File: config.mk
export PLATFORM = sky130hd
export DESIGN_NAME = pmc_power_ctrl
export DESIGN_NICKNAME = d
export VERILOG_FILES = /design/src/pmc_reset_filter.v /design/src/pmc_power_ctrl.v
export VERILOG_INCLUDE_DIRS = /design/src /design/src/src
export SDC_FILE = /design/constraint.sdc
export NUM_CORES = 1
export LEC_CHECK = 0
export BUFFER_PORTS_ARGS = -buffer_cell sky130_fd_sc_hd__buf_2
export CORE_ASPECT_RATIO = 0.5
export CORE_MARGIN = 10
export CORE_UTILIZATION = 24
export CTS_BUF_LIST = sky130_fd_sc_hd__clkbuf_4
export DETAILED_ROUTE_END_ITERATION = 8
export PLACE_DENSITY = 0.54
export REMOVE_ABC_BUFFERS = 1
export SLEW_MARGIN = 25
export SYNTH_ARGS = -nofsm -noshare
export SYNTH_HDL_FRONTEND = slang
export SYNTH_SLANG_ARGS = --single-unit
File: constraint.sdc
create_clock -name sys_clk -period 2 [get_ports sys_clk]
set_clock_uncertainty 0.15 [all_clocks]
set_input_delay 0.2 -clock sys_clk [delete_from_list [all_inputs] [get_ports sys_clk]]
set_output_delay 0.2 -clock sys_clk [all_outputs]
set_load 0.1 [all_outputs]
File: src/pmc_map.vh
// Constants for the processor power mode controller
`ifndef PMC_MAP_VH
`define PMC_MAP_VH
`define PMC_HALT_OPCODE 8'h76
`define PMC_SLEEP_OP0 8'hed
`define PMC_SLEEP_OP1 8'h76
`define PMC_RESET_MIN_CYC 3'h6
`define PMC_IO_STOP_BIT_RST 1'b0
`define PMC_ADDR_IDLE 20'hfffff
`define PMC_ADDR_ZERO 20'h00000
`define PMC_SRC_NMI 0
`define PMC_SRC_EXTERNAL_INTERRUPT_LINE_ZERO 1
`define PMC_SRC_EXTERNAL_INTERRUPT_LINE_ONE 2
`define PMC_SRC_EXTERNAL_INTERRUPT_LINE_TWO 3
`define PMC_SRC_SER0 4
`define PMC_SRC_SER1 5
`define PMC_SRC_CSIO 6
`define PMC_SRC_TMR0 7
`define PMC_SRC_TMR1 8
`define PMC_NSRC 9
`define PMC_IO_SRC_MASK 9'h1f0
`endif

File: src/pmc_reset_filter.v
// Reset pin filter: pulse once the pin has stayed low long enough
`timescale 1ns/1ps
`include "pmc_map.vh"
module pmc_reset_filter (
    // Clock and reset
    input wire sys_clk,
    input wire rst_n,
    // Reset pin level and result
    input wire reset_pin_n,
    output reg reset_hit_reg
);
    reg [2:0] low_cnt_reg;
    always @(posedge sys_clk or negedge rst_n) begin
        if (!rst_n) begin
            low_cnt_reg <= 3'h0;
            reset_hit_reg <= 1'b0;
        end else if (reset_pin_n) begin
            low_cnt_reg <= 3'h0;
            reset_hit_reg <= 1'b0;
        end else begin
            if (low_cnt_reg != `PMC_RESET_MIN_CYC)
                low_cnt_reg <= low_cnt_reg + 3'h1;
            reset_hit_reg <= (low_cnt_reg == (`PMC_RESET_MIN_CYC - 3'h1));
        end
    end
endmodule // pmc_reset_filter

File: src/pmc_power_ctrl.v
// Halt, sleep, I/O stop and system stop mode controller
// Operation
// - Halt opcode enters halt; clock runs, execution stops, dummy fetches repeat.
// - In halt, interrupts, bus exchange, refresh, serial, timer and DMA continue.
// - Halt indication output is low throughout halt mode.
// - Reset low six cycles leaves halt and restarts at address zero.
// - Unmasked interrupt ends halt; masked stays halted; NMI always responds.
// - Two-byte sleep instruction enters sleep; CPU clock stops, oscillator runs.
// - Sleep stops refresh and DMA; peripherals and interrupt inputs continue.
// - Bus requests are still accepted and granted while asleep.
// - Asleep, addresses and controls drive high; data bus released.
// - Reset low six cycles ends sleep and restarts at address zero.
// - Only NMI, three external lines, serial, CSI and timers wake sleep.
// - NMI during sleep wakes and starts NMI response.
// - Individually disabled interrupt is ignored during sleep.
// - Enabled interrupt with global enable set wakes and takes response.
// - Enabled interrupt with global enable clear wakes, resumes after sleep.
// - Request during sleep fetch gives halt indication low one state.
// - I/O stop bit stops serial, CSI and timers; clearing resumes them.
// - I/O stop plus sleep stops both; stopped I/O cannot wake.
// - I/O stop bit clears to zero at reset.
`timescale 1ns/1ps
`include "pmc_map.vh"
module pmc_power_ctrl (
    // Clock and reset
    input wire sys_clk,
    input wire arst_n,
    // Reset pin, held low from outside
    input wire reset_pin_n,
    // Opcode stream from the core
    input wire opcode_valid,
    input wire [7:0] opcode,
    input wire [19:0] pc_next_addr,
    // I/O stop bit write
    input wire io_stop_wr,
    input wire io_stop_wdata,
    // Interrupt requests, enables, global flag
    input wire [8:0] irq_req,
    input wire [8:0] irq_enable,
    input wire global_interrupt_enable_flag,
    // External bus request
    input wire bus_request_input_n,
    // Core bus cycle outputs
    input wire [19:0] core_addr,
    input wire core_mreq_n,
    input wire core_ioreq_n,
    input wire core_rd_n,
    input wire core_wr_n,
    input wire [7:0] core_data_out,
    input wire core_data_oe,
    // Bus pins
    output reg [19:0] addr_out_reg,
    output reg mem_en_n_reg,
    output reg io_en_n_reg,
    output reg rd_n_reg,
    output reg wr_n_reg,
    output reg [7:0] data_o_reg,
    output reg data_oe_n_reg,
    output reg bus_grant_output_n_reg,
    // Mode indications and clock gates
    output reg halt_n_reg,
    output wire cpu_clk_en,
    output wire exec_en,
    output wire refresh_en,
    output wire dma_controller_en,
    output wire async_serial_channel_en,
    output wire csio_en,
    output wire reload_timer_en,
    output reg io_stop_bit_reg,
    // Wake and restart requests to the core
    output reg irq_response_reg,
    output reg [3:0] irq_source_reg,
    output reg resume_after_sleep_reg,
    output reg restart_reg,
    output reg [19:0] restart_addr_reg,
    output reg [19:0] dummy_fetch_addr_reg
);
    localparam ST_RUN = 2'd0;
    localparam ST_HALT = 2'd1;
    localparam ST_SLEEP_ARM = 2'd2;
    localparam ST_SLEEP = 2'd3;

    reg rst_s1_reg;
    reg rst_n_reg;
    reg [1:0] state_reg;
    reg [1:0] state_next;
    reg prefix_reg;
    wire reset_hit;
    wire [8:0] live_req;
    wire [8:0] eligible;
    wire any_wake;
    reg [3:0] first_src;
    integer i;

    // ************************************************************
    // Reset release
    // ************************************************************
    always @(posedge sys_clk or negedge arst_n) begin
        if (!arst_n) begin
            rst_s1_reg <= 1'b0;
            rst_n_reg <= 1'b0;
        end else begin
            rst_s1_reg <= 1'b1;
            rst_n_reg <= rst_s1_reg;
        end
    end

    pmc_reset_filter u_reset_filter (
        .sys_clk(sys_clk),
        .rst_n(rst_n_reg),
        .reset_pin_n(reset_pin_n),
        .reset_hit_reg(reset_hit)
    );

    // ************************************************************
    // Wake eligibility
    // ************************************************************
    // Stopped on-chip I/O cannot raise a request
    assign live_req = irq_req & ~({`PMC_NSRC{io_stop_bit_reg}} & `PMC_IO_SRC_MASK);
    assign eligible = live_req & (irq_enable | 9'h001);
    assign any_wake = |eligible;

    always @* begin
        first_src = 4'h0;
        for (i = `PMC_NSRC - 1; i >= 0; i = i - 1) begin
            if (eligible[i])
                first_src = i[3:0];
        end
    end

    // ************************************************************
    // Mode state machine
    // ************************************************************
    always @* begin
        state_next = state_reg;
        case (state_reg)
            ST_RUN: begin
                if (opcode_valid && prefix_reg && opcode == `PMC_SLEEP_OP1)
                    state_next = ST_SLEEP_ARM;
                else if (opcode_valid && !prefix_reg && opcode == `PMC_HALT_OPCODE)
                    state_next = ST_HALT;
            end
            ST_HALT: begin
                if (any_wake && (eligible[`PMC_SRC_NMI] || global_interrupt_enable_flag))
                    state_next = ST_RUN;
            end
            ST_SLEEP_ARM: begin
                // A request already pending cuts sleep to one state
                if (any_wake)
                    state_next = ST_RUN;
                else
                    state_next = ST_SLEEP;
            end
            ST_SLEEP: begin
                if (any_wake)
                    state_next = ST_RUN;
            end
            default: state_next = ST_RUN;
        endcase
    end

    always @(posedge sys_clk or negedge rst_n_reg) begin
        if (!rst_n_reg) begin
            state_reg <= ST_RUN;
            prefix_reg <= 1'b0;
            io_stop_bit_reg <= `PMC_IO_STOP_BIT_RST;
            irq_response_reg <= 1'b0;
            irq_source_reg <= 4'h0;
            resume_after_sleep_reg <= 1'b0;
            restart_reg <= 1'b0;
            restart_addr_reg <= `PMC_ADDR_ZERO;
            dummy_fetch_addr_reg <= `PMC_ADDR_ZERO;
            halt_n_reg <= 1'b1;
        end else if (reset_hit) begin
            state_reg <= ST_RUN;
            prefix_reg <= 1'b0;
            io_stop_bit_reg <= `PMC_IO_STOP_BIT_RST;
            irq_response_reg <= 1'b0;
            resume_after_sleep_reg <= 1'b0;
            restart_reg <= 1'b1;
            restart_addr_reg <= `PMC_ADDR_ZERO;
            halt_n_reg <= 1'b1;
        end else begin
            state_reg <= state_next;
            restart_reg <= 1'b0;
            if (opcode_valid && state_reg == ST_RUN)
                prefix_reg <= (opcode == `PMC_SLEEP_OP0) && !prefix_reg;
            if (io_stop_wr)
                io_stop_bit_reg <= io_stop_wdata;
            if (state_reg == ST_RUN && state_next == ST_HALT)
                dummy_fetch_addr_reg <= pc_next_addr;
            halt_n_reg <= (state_next == ST_RUN);
            irq_response_reg <= 1'b0;
            resume_after_sleep_reg <= 1'b0;
            if (state_reg != ST_RUN && state_next == ST_RUN) begin
                irq_source_reg <= first_src;
                if (eligible[`PMC_SRC_NMI] || global_interrupt_enable_flag)
                    irq_response_reg <= 1'b1;
                else
                    resume_after_sleep_reg <= 1'b1;
            end
        end
    end

    // ************************************************************
    // Clock and function enables
    // ************************************************************
    wire asleep = (state_reg == ST_SLEEP) || (state_reg == ST_SLEEP_ARM);
    assign cpu_clk_en = !asleep;
    assign exec_en = (state_reg == ST_RUN);
    assign refresh_en = !asleep;
    assign dma_controller_en = !asleep;
    assign async_serial_channel_en = !io_stop_bit_reg;
    assign csio_en = !io_stop_bit_reg;
    assign reload_timer_en = !io_stop_bit_reg;

    // ************************************************************
    // Bus pins and bus exchange
    // ************************************************************
    always @(posedge sys_clk or negedge rst_n_reg) begin
        if (!rst_n_reg) begin
            addr_out_reg <= `PMC_ADDR_IDLE;
            mem_en_n_reg <= 1'b1;
            io_en_n_reg <= 1'b1;
            rd_n_reg <= 1'b1;
            wr_n_reg <= 1'b1;
            data_o_reg <= 8'h00;
            data_oe_n_reg <= 1'b1;
            bus_grant_output_n_reg <= 1'b1;
        end else begin
            bus_grant_output_n_reg <= bus_request_input_n;
            if (asleep) begin
                addr_out_reg <= `PMC_ADDR_IDLE;
                mem_en_n_reg <= 1'b1;
                io_en_n_reg <= 1'b1;
                rd_n_reg <= 1'b1;
                wr_n_reg <= 1'b1;
                data_oe_n_reg <= 1'b1;
            end else if (state_reg == ST_HALT) begin
                addr_out_reg <= dummy_fetch_addr_reg;
                mem_en_n_reg <= 1'b0;
                io_en_n_reg <= 1'b1;
                rd_n_reg <= 1'b0;
                wr_n_reg <= 1'b1;
                data_oe_n_reg <= 1'b1;
            end else begin
                addr_out_reg <= core_addr;
                mem_en_n_reg <= core_mreq_n;
                io_en_n_reg <= core_ioreq_n;
                rd_n_reg <= core_rd_n;
                wr_n_reg <= core_wr_n;
                data_o_reg <= core_data_out;
                data_oe_n_reg <= !core_data_oe;
            end
        end
    end
endmodule // pmc_power_ctrl

# [Word level (Yosys, flattened, before mapping)]
# Cells that the tools add are included.
[word_totals] output_inout_bits=90 elab_cells=104 in_bits=87 register_bits=72
[op_classes] add_sub_neg=1 eq_ne=8 n_mux=43 bitwise=6 reduce_logical=25
[ops] op="$mux W20" count=2
[ops] op="$mux W4" count=9
[ops] op="$mux W1" count=23
[ops] op="$and A9 B9 Y9" count=2
[ops] op="$mux W2" count=6
[ops] op="$logic_and A1 B1 Y1" count=9
[ops] op="$not A9 Y9" count=1
[ops] op="$reduce_or A9 Y1" count=1
[ops] op="$eq A8 B7 Y1 const B" count=1
[ops] op="$eq A8 B8 Y1 const B" count=1
[ops] op="$pmux W2 S4" count=1
[ops] op="$reduce_bool A2 Y1" count=4
[ops] op="$mux W3" count=2
[ops] op="$reduce_and A2 Y1" count=3
[ops] op="$eq A2 B1 Y1 const B" count=2
[ops] op="$eq A2 B2 Y1 const B" count=2
[ops] op="$logic_not A1 Y1" count=4
[ops] op="$logic_not A2 Y1" count=2
[ops] op="$add A3 B1 Y3 const B" count=1
[ops] op="$eq A3 B3 Y1 const B" count=1
[ops] op="$ne A3 B3 Y1 const B" count=1
[ops] op="$not A1 Y1" count=3
[ops] op="$logic_or A1 B1 Y1" count=2

# [Longest topological paths before layout]
# Gate-level depths: netlist (run 1).
[logic_depth] word_depth=12 mapped_depth=6

# [Cells and area by module]
# A second synthesis (run 1) with hierarchy kept.
[unflattened] cells_unflattened=255 area_unflattened_um2=3188.1
[modules_own_cells] mod="pmc_power_ctrl" area_per_inst_um2=2982.9 cells_each=236 n_inst=1 seq_area_each_um2=1735.4
[modules_own_cells] mod="pmc_reset_filter" area_per_inst_um2=205.2 cells_each=19 n_inst=1 seq_area_each_um2=100.1

# [Worst setup path before layout (run 1)]
# Ideal clock, no wire load.
[synth_path] path_kind="reg-to-reg" startpoint="register io_stop_bit_reg" endpoint="register halt_n_reg" stages_incl_launch_ff=6 arrival_ns=2.396 setup_time_ns=0.083 slack_ns=-0.629 path_buffers=0 synth_period_minus_slack_ns=2.629 cell_sequence="dfrtp_1 inv_2 and3_4 or3_1 a221oi_2 nor2_1"
[synth_between] elab_chain_cells=9 elab_cells_between_ends=11 classes_between="mux (5); bitwise (3); reduce/logical (3)"
[synth_rtl] item="from (decl)" line_no="pmc_power_ctrl.v:69" text="output reg io_stop_bit_reg,"
[synth_rtl] item="from (signal assigned)" line_no="pmc_power_ctrl.v:166" text="io_stop_bit_reg <= `PMC_IO_STOP_BIT_RST;"
[synth_rtl] item="from (signal assigned)" line_no="pmc_power_ctrl.v:177" text="io_stop_bit_reg <= `PMC_IO_STOP_BIT_RST;"
[synth_rtl] item="from (signal assigned)" line_no="pmc_power_ctrl.v:189" text="io_stop_bit_reg <= io_stop_wdata;"
[synth_rtl] item="$not A9 Y9 (*)" line_no="pmc_power_ctrl.v:119" text="assign live_req = irq_req & ~({`PMC_NSRC{io_stop_bit_reg}} & `PMC_IO_SRC_MASK);"
[synth_rtl] item="$and A9 B9 Y9 (*)" line_no="pmc_power_ctrl.v:119"
[synth_rtl] item="$and A9 B9 Y9 (*)" line_no="pmc_power_ctrl.v:120" text="assign eligible = live_req & (irq_enable | 9'h001);"
[synth_rtl] item="$reduce_or A9 Y1 (*)" line_no="pmc_power_ctrl.v:121" text="assign any_wake = |eligible;"
[synth_rtl] item="$logic_and A1 B1 Y1" line_no="pmc_power_ctrl.v:144" text="if (any_wake && (eligible[`PMC_SRC_NMI] || global_interrupt_enable_flag))"
[synth_rtl] item="$mux W2" line_no="pmc_power_ctrl.v:144"
[synth_rtl] item="$pmux W2 S4 (*)" line_no="pmc_power_ctrl.v:136" text="case (state_reg)"
[synth_rtl] item="$logic_not A2 Y1 (*)" line_no="pmc_power_ctrl.v:192" text="halt_n_reg <= (state_next == ST_RUN);"
[synth_rtl] item="$mux W1 (*)" line_no="pmc_power_ctrl.v:174" text="end else if (reset_hit) begin"
[synth_rtl] item="to (signal assigned)" line_no="pmc_power_ctrl.v:192"
[synth_rtl] item="to (decl)" line_no="pmc_power_ctrl.v:61" text="output reg halt_n_reg,"
# Every way passes the cells marked *; elsewhere a longest branch is shown, timed or not.
# A chain may end at the register's enable or synchronous reset.

# [Final worst setup path (run 1)]
[layout_path] startpoint="register state_reg[1]" endpoint="output cpu_clk_en"
[layout_between] elab_chain_cells=3 elab_cells_between_ends=4 classes_between="eq/ne (2); reduce/logical (2)"
[layout_rtl] item="from (decl)" line_no="pmc_power_ctrl.v:85" text="reg [1:0] state_reg;"
[layout_rtl] item="from (signal assigned)" line_no="pmc_power_ctrl.v:184" text="state_reg <= state_next;"
[layout_rtl] item="$eq A2 B2 Y1" line_no="pmc_power_ctrl.v:208" text="wire asleep = (state_reg == ST_SLEEP) || (state_reg == ST_SLEEP_ARM);"
[layout_rtl] item="$logic_or A1 B1 Y1 (*)" line_no="pmc_power_ctrl.v:208"
[layout_rtl] item="$logic_not A1 Y1 (*)" line_no="pmc_power_ctrl.v:209" text="assign cpu_clk_en = !asleep;"
[layout_rtl] item="to (decl)" line_no="pmc_power_ctrl.v:62" text="output wire cpu_clk_en,"
# Marks and branches as above.

==> results of run 1 <==
==> synthesized netlist by cell type <==
cell type / instances
dfrtp_1: 45
nand2_1: 40
mux2_2: 28
dfstp_2: 27
buf_4: 24
mux2i_1: 21
nor2_1: 14
buf_2: 5
o21ai_0: 4
a21oi_1: 3
ha_1: 3
inv_1: 3
nand4_1: 3
nor3_1: 3
or3_1: 3
a211oi_1: 2
a21o_1: 2
a21oi_2: 2
clkbuf_1: 2
conb_1: 2
inv_2: 2
nand3_1: 2
a211o_1: 1
a221oi_2: 1
a32o_1: 1
a32oi_1: 1
a41oi_2: 1
and3_4: 1
buf_6: 1
nand2_2: 1
nand3_2: 1
nand4bb_1: 1
nor4bb_1: 1
o21a_1: 1
o31ai_1: 1
o31ai_2: 1
or4_1: 1
xnor2_1: 1
==> layer usage <==
layer / vias to the layer above / global-route usage (%) / share of wire, %
li1: 1294 / - / -
met1: 1313 / 10.8 / 37
met2: 70 / 21.4 / 57
met3: 17 / 3.26 / 4.0
met4: 0 / 4.41 / 2.3
met5: - / 0 / 0
==> placed cells by master (no fill, tap or decap), types with 2 or more instances in the layout <==
cell type / Yosys / final
inv_2: 2 / 2
conb_1: 2 / 21
buf_4: 24 / 11
inv_1: 3 / 3
mux2_2: 28 / 28
a21oi_1: 3 / 3
nor2_1: 14 / 14
dfrtp_1: 45 / 44
o21ai_0: 4 / 4
ha_1: 3 / 3
dfstp_2: 27 / 27
clkbuf_4: 0 / 14
a211oi_1: 2 / 2
buf_12: 0 / 2
or3_1: 3 / 3
buf_2: 5 / 151
nand3_1: 2 / 2
nor3_1: 3 / 3
clkinv_1: 0 / 2
dlygate4sd3_1: 0 / 69
a21o_1: 2 / 2
mux2i_1: 21 / 21
nand2_1: 40 / 40
nand4_1: 3 / 3
a21oi_2: 2 / 2
==> area by class of cell <==
cell class / count / area [um2] / share of cell area (%)
sequential: 72 / 1840 / 37.4
timing repair buffer: 236 / 1600 / 32.5
multi-input combinational: 166 / 1140 / 23.2
tap: 170 / 213 / 4.33
clock buffer: 12 / 90.1 / 1.83
inverter: 5 / 18.8 / 0.382
clock inverter: 3 / 12.5 / 0.255
antenna: 1 / 2.50 / 0.0510
==> worst max-delay path, cell delays in order (launching register included) <==
cell,delay [ns]
dfrtp_1,0.47
inv_2,0.26
clkbuf_4,0.40
==> worst paths after layout <==
check	startpoint	to	slack, ns	depth (start not counted)
worst max-delay path	state_reg[1]$_DFF_PN0_	cpu_clk_en	0.09	2
worst min-delay path	rst_n_reg$_DFF_PN0_	irq_source_reg[1]$_DFFE_PN0P_	0.01	0
worst max register to register	state_reg[0]$_DFF_PN0_	prefix_reg$_DFFE_PN0P_	0.13	6
worst min register to register	rst_n_reg$_DFF_PN0_	irq_source_reg[1]$_DFFE_PN0P_	0.01	0
max in group asynchronous	rst_n_reg$_DFF_PN0_	addr_out_reg[13]$_DFF_PN1_	1.02	1
min in group sys_clk	opcode[3]	state_reg[0]$_DFF_PN0_	0.06	5
==> stage by stage <==
stage                     util, %  cells  TNS [ns]  hold slack (ns)
after global routing         38.6    665   -0.0416           0.0405
after detailed placement     32.0    576         0           -0.163
after global placement       32.0    576         0           -0.163
final                        38.6    665         0           0.0109
after CTS                    38.3    661   -0.0899           0.0231
after floorplan                 -    243    -42.11           -0.246
==> where the power goes <==
part | switching, mW | leakage (nW) | internal [mW]
logic | 1.40 | 1.55 | 0.393
registers | 0.0624 | 0.878 | 1.62
clock network | 0.489 | 0.0623 | 0.282
==> kinds of logic (layout without fill, tap and decap cells) <==
family | after synthesis | in the layout | synth area share, %
multiplexers | 49 | 49 | 16.7
buffers and inverters | 37 | 256 | 7.71
XOR/XNOR | 1 | 1 | 0.278
flip-flops | 72 | 72 | 58.3
AND/OR/NAND/NOR | 71 | 71 | 10.2
AO/OA/AOI/OAI | 21 | 21 | 5.37
other | 2 | 22 | 0.239
adder cells (fa/ha/maj) | 3 | 3 | 1.19
==> what timing repair did <==
action / CTS / global route
gates resized for setup: 2 / 2
hold endpoints to repair: 69 / 0
hold buffers: 69 / 0
pin swaps: 0 / 0
endpoints found under the setup margin: 4 / 4
buffers inserted: 1 / 3
==> summary.txt, run 1 <==
Outcome
  • Outcome: completed

Placed design
  • Routability cong.: 0.729
  • Place WS: 0.327 ns
  • HPWL after detailed placement: 7690 um
  • Port Buf Inserts: 155
  • Placed cell areas: 0.00407 mm2

Synthesis
  • Synth cell types: 38
  • Syn Area/Cell: 12.3 um2
  • YS warnings: 0
  • Sequential-to-total area share from yosys stat: 58.3%
  • Top cell type's share of synthesized area: 35.8%
  • Synth area leaders: dfrtp_1, dfstp_2, mux2_2
  • Post-Syn Area: 0.00315 mm2
  • Yosys reg bits: 72
  • Synth area leader: dfrtp_1
  • Synth Instances: 256

Floorplan
  • Die ar.: 0.0184 mm2
  • Initial Util: 24.7%
  • Core box area: 0.0127 mm2
  • Io pins: 177
  • Die height: 101 um
  • Die W: 182 um
  • Row cnt: 29

Drt
  • DRC viols: 0
  • Via count: 2,694
  • Vias per cell: 4.05
  • Remaining antenna violation count: 0
  • First DRT Iteration DRCs: 102
  • Drt pass-1 iters: 4
  • WL per Instance: 15.5 um
  • WL final: 10,300 um

Clock tree
  • TritonCTS Sinks: 72
  • Bufs on Longest Clock Path: 2
  • Clk slew on worst S/H paths: 0.11 ns
  • CTS Buf Count: 9
  • CTS tree: done
  • Root buf cell: clkbuf_4
  • H-tree depth: 3
  • Clk_lat worst skew: 0.42 ns

Global routing
  • First-pass GRT wire length: 15,900 um
  • Total congestion overflow: 0
  • Vias in the first global route: 3,021
  • Largest net degree at the start of global routing: 61
  • Antenna violations before repair: 1
  • GRT Overall Usage: 11.0%

STA
  • Tmin final: 1.91 ns
  • Least-Margin Pin Slew: 0.520 ns
  • RSZ-0062 raised after global routing: yes
  • Fin. max-slew vios: 0
  • F_max: 524 MHz
  • Fin crit share: 95.3%
  • Final setup viols: 0
  • Final hold vios: 0
  • Max_slew headroom: 65.5%
  • Setup ws final: 0.0932 ns

Worst setup path
  • Worst EP required: 1.65 ns
  • Crit end category: output pin
  • Critical Path AT: 1.56 ns
  • CP Max Fanout: 15
  • Crit path kind: register to output pin
  • Startpoint Class: register

Finish
  • Post-route cell area: 0.00491 mm2
  • Final Net Count: 580
  • Fill count: 1,269
  • Synth-to-Final Area Change: 56.0%
  • Layout cells sized above 1: 49.8%

Job
  • Max-capacitance violation count: 0

Power
  • Tot Pwr: 4.24 mW
  • P_leak: 2.49 nW
  • Maximum VDD drop: 254 uV
  • PwrDens: 864 mW/mm2

Min path
  • Hold WC Path Type: register to asynchronous set/reset pin
No activity file was read; power rests on OpenSTA's default activity.
==> run 2, diff against run 1 <==
==> constraint.sdc (replaced) <==
create_clock -name sys_clk -period 2 [get_ports sys_clk]
set_clock_uncertainty 0.15 [all_clocks]
set_input_delay 0.1 -clock sys_clk [delete_from_list [all_inputs] [get_ports sys_clk]]
set_output_delay 0.1 -clock sys_clk [all_outputs]
set_load 0.1 [all_outputs]
==> run 2 against run 1 <==
Effect of this change:
- register-to-register slack worse by 0.03 ns
- critical endpoint is now halt_n_reg$_DFF_PN1_
- routed wire length up 3.0%
- largest power group unchanged
- largest cell class unchanged
- critical path type is now input port to register
- combinational power is essentially flat
- non-clock buffer count up 16
- cell area increased by 4.9%
- critical path depth grew 6
==> summary.txt, run 2 (synthesis results as in run 1) <==
Finish
  • Fill count: 1,255
  • Layout cells sized above 1: 47.7%
  • Synth-to-Final Area Change: 63.6%
  • Commonest non-fill, non-tap cell in the layout: buf_2
  • Final std cells w/o fill: 682
  • Final Net Count: 596
  • Commonest non-fill, non-tap cells in the layout: buf_2, dlygate4sd3_1, dfrtp_1

Outcome
  • Outcome: completed

Clock tree
  • Bufs on Longest Clock Path: 2
  • Clk slew on worst S/H paths: 0.12 ns
  • Root buf cell: clkbuf_4
  • TritonCTS Sinks: 72
  • CTS tree: done
  • H-tree depth: 3
  • Clk_lat worst skew: 0.44 ns
  • CTS Buf Count: 9
  • Post-CTS Setup Bufs: 0

Floorplan
  • Die W: 182 um
  • Die height: 101 um
  • Row cnt: 29
  • Die ar.: 0.0184 mm2
  • Core box area: 0.0127 mm2
  • Initial Util: 24.7%
  • Io pins: 177

Global routing
  • Total congestion overflow: 0
  • Largest net degree at the start of global routing: 61
  • Antenna violations before repair: 1
  • GRT Overall Usage: 11.4%
  • First-pass GRT wire length: 16,500 um
  • Vias in the first global route: 3,135

Drt
  • Vias per cell: 4.04
  • WL per Instance: 15.6 um
  • Remaining antenna violation count: 0
  • WL final: 10,600 um
  • Drt pass-1 iters: 5
  • First DRT Iteration DRCs: 74
  • Via count: 2,753
  • DRC viols: 0

Placed design
  • Routability cong.: 0.752
  • HPWL after detailed placement: 7730 um
  • Port Buf Inserts: 155
  • Placed cells: 577

Power
  • PwrDens: 903 mW/mm2
  • Maximum VDD drop: 397 uV
  • Tot Pwr: 4.65 mW
  • P_leak: 2.58 nW

STA
  • Tmin final: 1.92 ns
  • F_max: 521 MHz
  • Final hold vios: 0
  • Least-Margin Pin Slew: 0.517 ns
  • Fin. max-slew vios: 0
  • Fin crit share: 96.0%
  • Max_slew headroom: 65.8%
  • Final setup viols: 0
  • Setup_tns: 0 ns

Worst setup path
  • Crit end category: register
  • CP Max Fanout: 2
  • RR Startpoint: state_reg[1]$_DFF_PN0_
  • Critical Path AT: 2.14 ns
  • Critical Path Source: opcode[7]
  • Startpoint Class: input port
  • Worst EP required: 2.21 ns
  • Crit path kind: input port to register

Job
  • Max-capacitance violation count: 0

Min path
  • Hold WC Path Type: register to asynchronous set/reset pin
run 2: path summary, 6_finish.rpt:
| kind | end | slack (ns) | cells after the start |
|---|---|---|---|
| max in group asynchronous | addr_out_reg[3]$_DFF_PN1_ | 1.02 | 1 |
| min in group sys_clk | irq_source_reg[2]$_DFFE_PN0P_ | 0.04 | 5 |
| hold / removal | restart_reg$_DFF_PN0_ | 0.007 | 0 |
| hold reg to reg | restart_reg$_DFF_PN0_ | 0.007 | 0 |
| setup reg to reg | halt_n_reg$_DFF_PN1_ | 0.10 | 5 |
| setup / recovery | halt_n_reg$_DFF_PN1_ | 0.08 | 8 |
run 2: layer usage:
layer,part of all wire [%],global-route usage [%],up-vias
met3,3.7,3.41,22
met5,0,0,-
met2,57,22.1,74
met4,2.7,5.34,0
met1,36,11.1,1329
li1,-,-,1328
run 2: layout make-up:
type,instances,area (um2),share of cell area (%)
Tap cell,170,213,4.13
Sequential cell,72,1840,35.7
Timing Repair Buffer,252,1760,34.2
Clock buffer,9,67.6,1.31
Antenna cell,1,2.50,0.0486
Clock inverter,7,110,2.14
Multi-Input combinational cell,166,1140,22.2
Inverter,5,21.3,0.413
run 2: what timing repair did:
| item | in CTS | in global routing |
|---|---|---|
| hold buffers | 88 | 0 |
| resized for setup | 0 | 3 |
| endpoints found under the setup margin | 0 | 5 |
| hold endpoints to repair | 71 | 0 |
run 2: power by group:
| part | leakage, nW | switching [mW] | total (mW) | internal, mW |
|---|---|---|---|---|
| clock | 0.0910 | 0.527 | 1.15 | 0.622 |
| combinational | 1.61 | 1.40 | 1.82 | 0.415 |
| sequential | 0.878 | 0.0667 | 1.68 | 1.62 |
| total | 2.58 | 2.00 | 4.65 | 2.65 |
run 2: worst max-delay path, stage by stage:
cell	delay [ns]
dlygate4sd3_1	0.54
buf_2	0.13
nand4bb_1	0.18
nor2_1	0.14
dlygate4sd3_1	0.59
nand2_1	0.08
a221oi_2	0.30
nor2_1	0.09
run 2: through the flow:
| stage | utilization (%) | area, um2 | hold slack [ns] | worst slack, ns |
|---|---|---|---|---|
| floorplan | - | 3000 | -0.346 | -1.33 |
| global placement | 32.0 | 4080 | -0.263 | 0.366 |
| detailed placement | 32.0 | 4080 | -0.260 | 0.354 |
| CTS | 40.3 | 5140 | 0.00694 | 0.0520 |
| global route | 40.4 | 5150 | 0.0286 | -0.00644 |
| finish | 40.4 | 5150 | 0.00667 | 0.0791 |
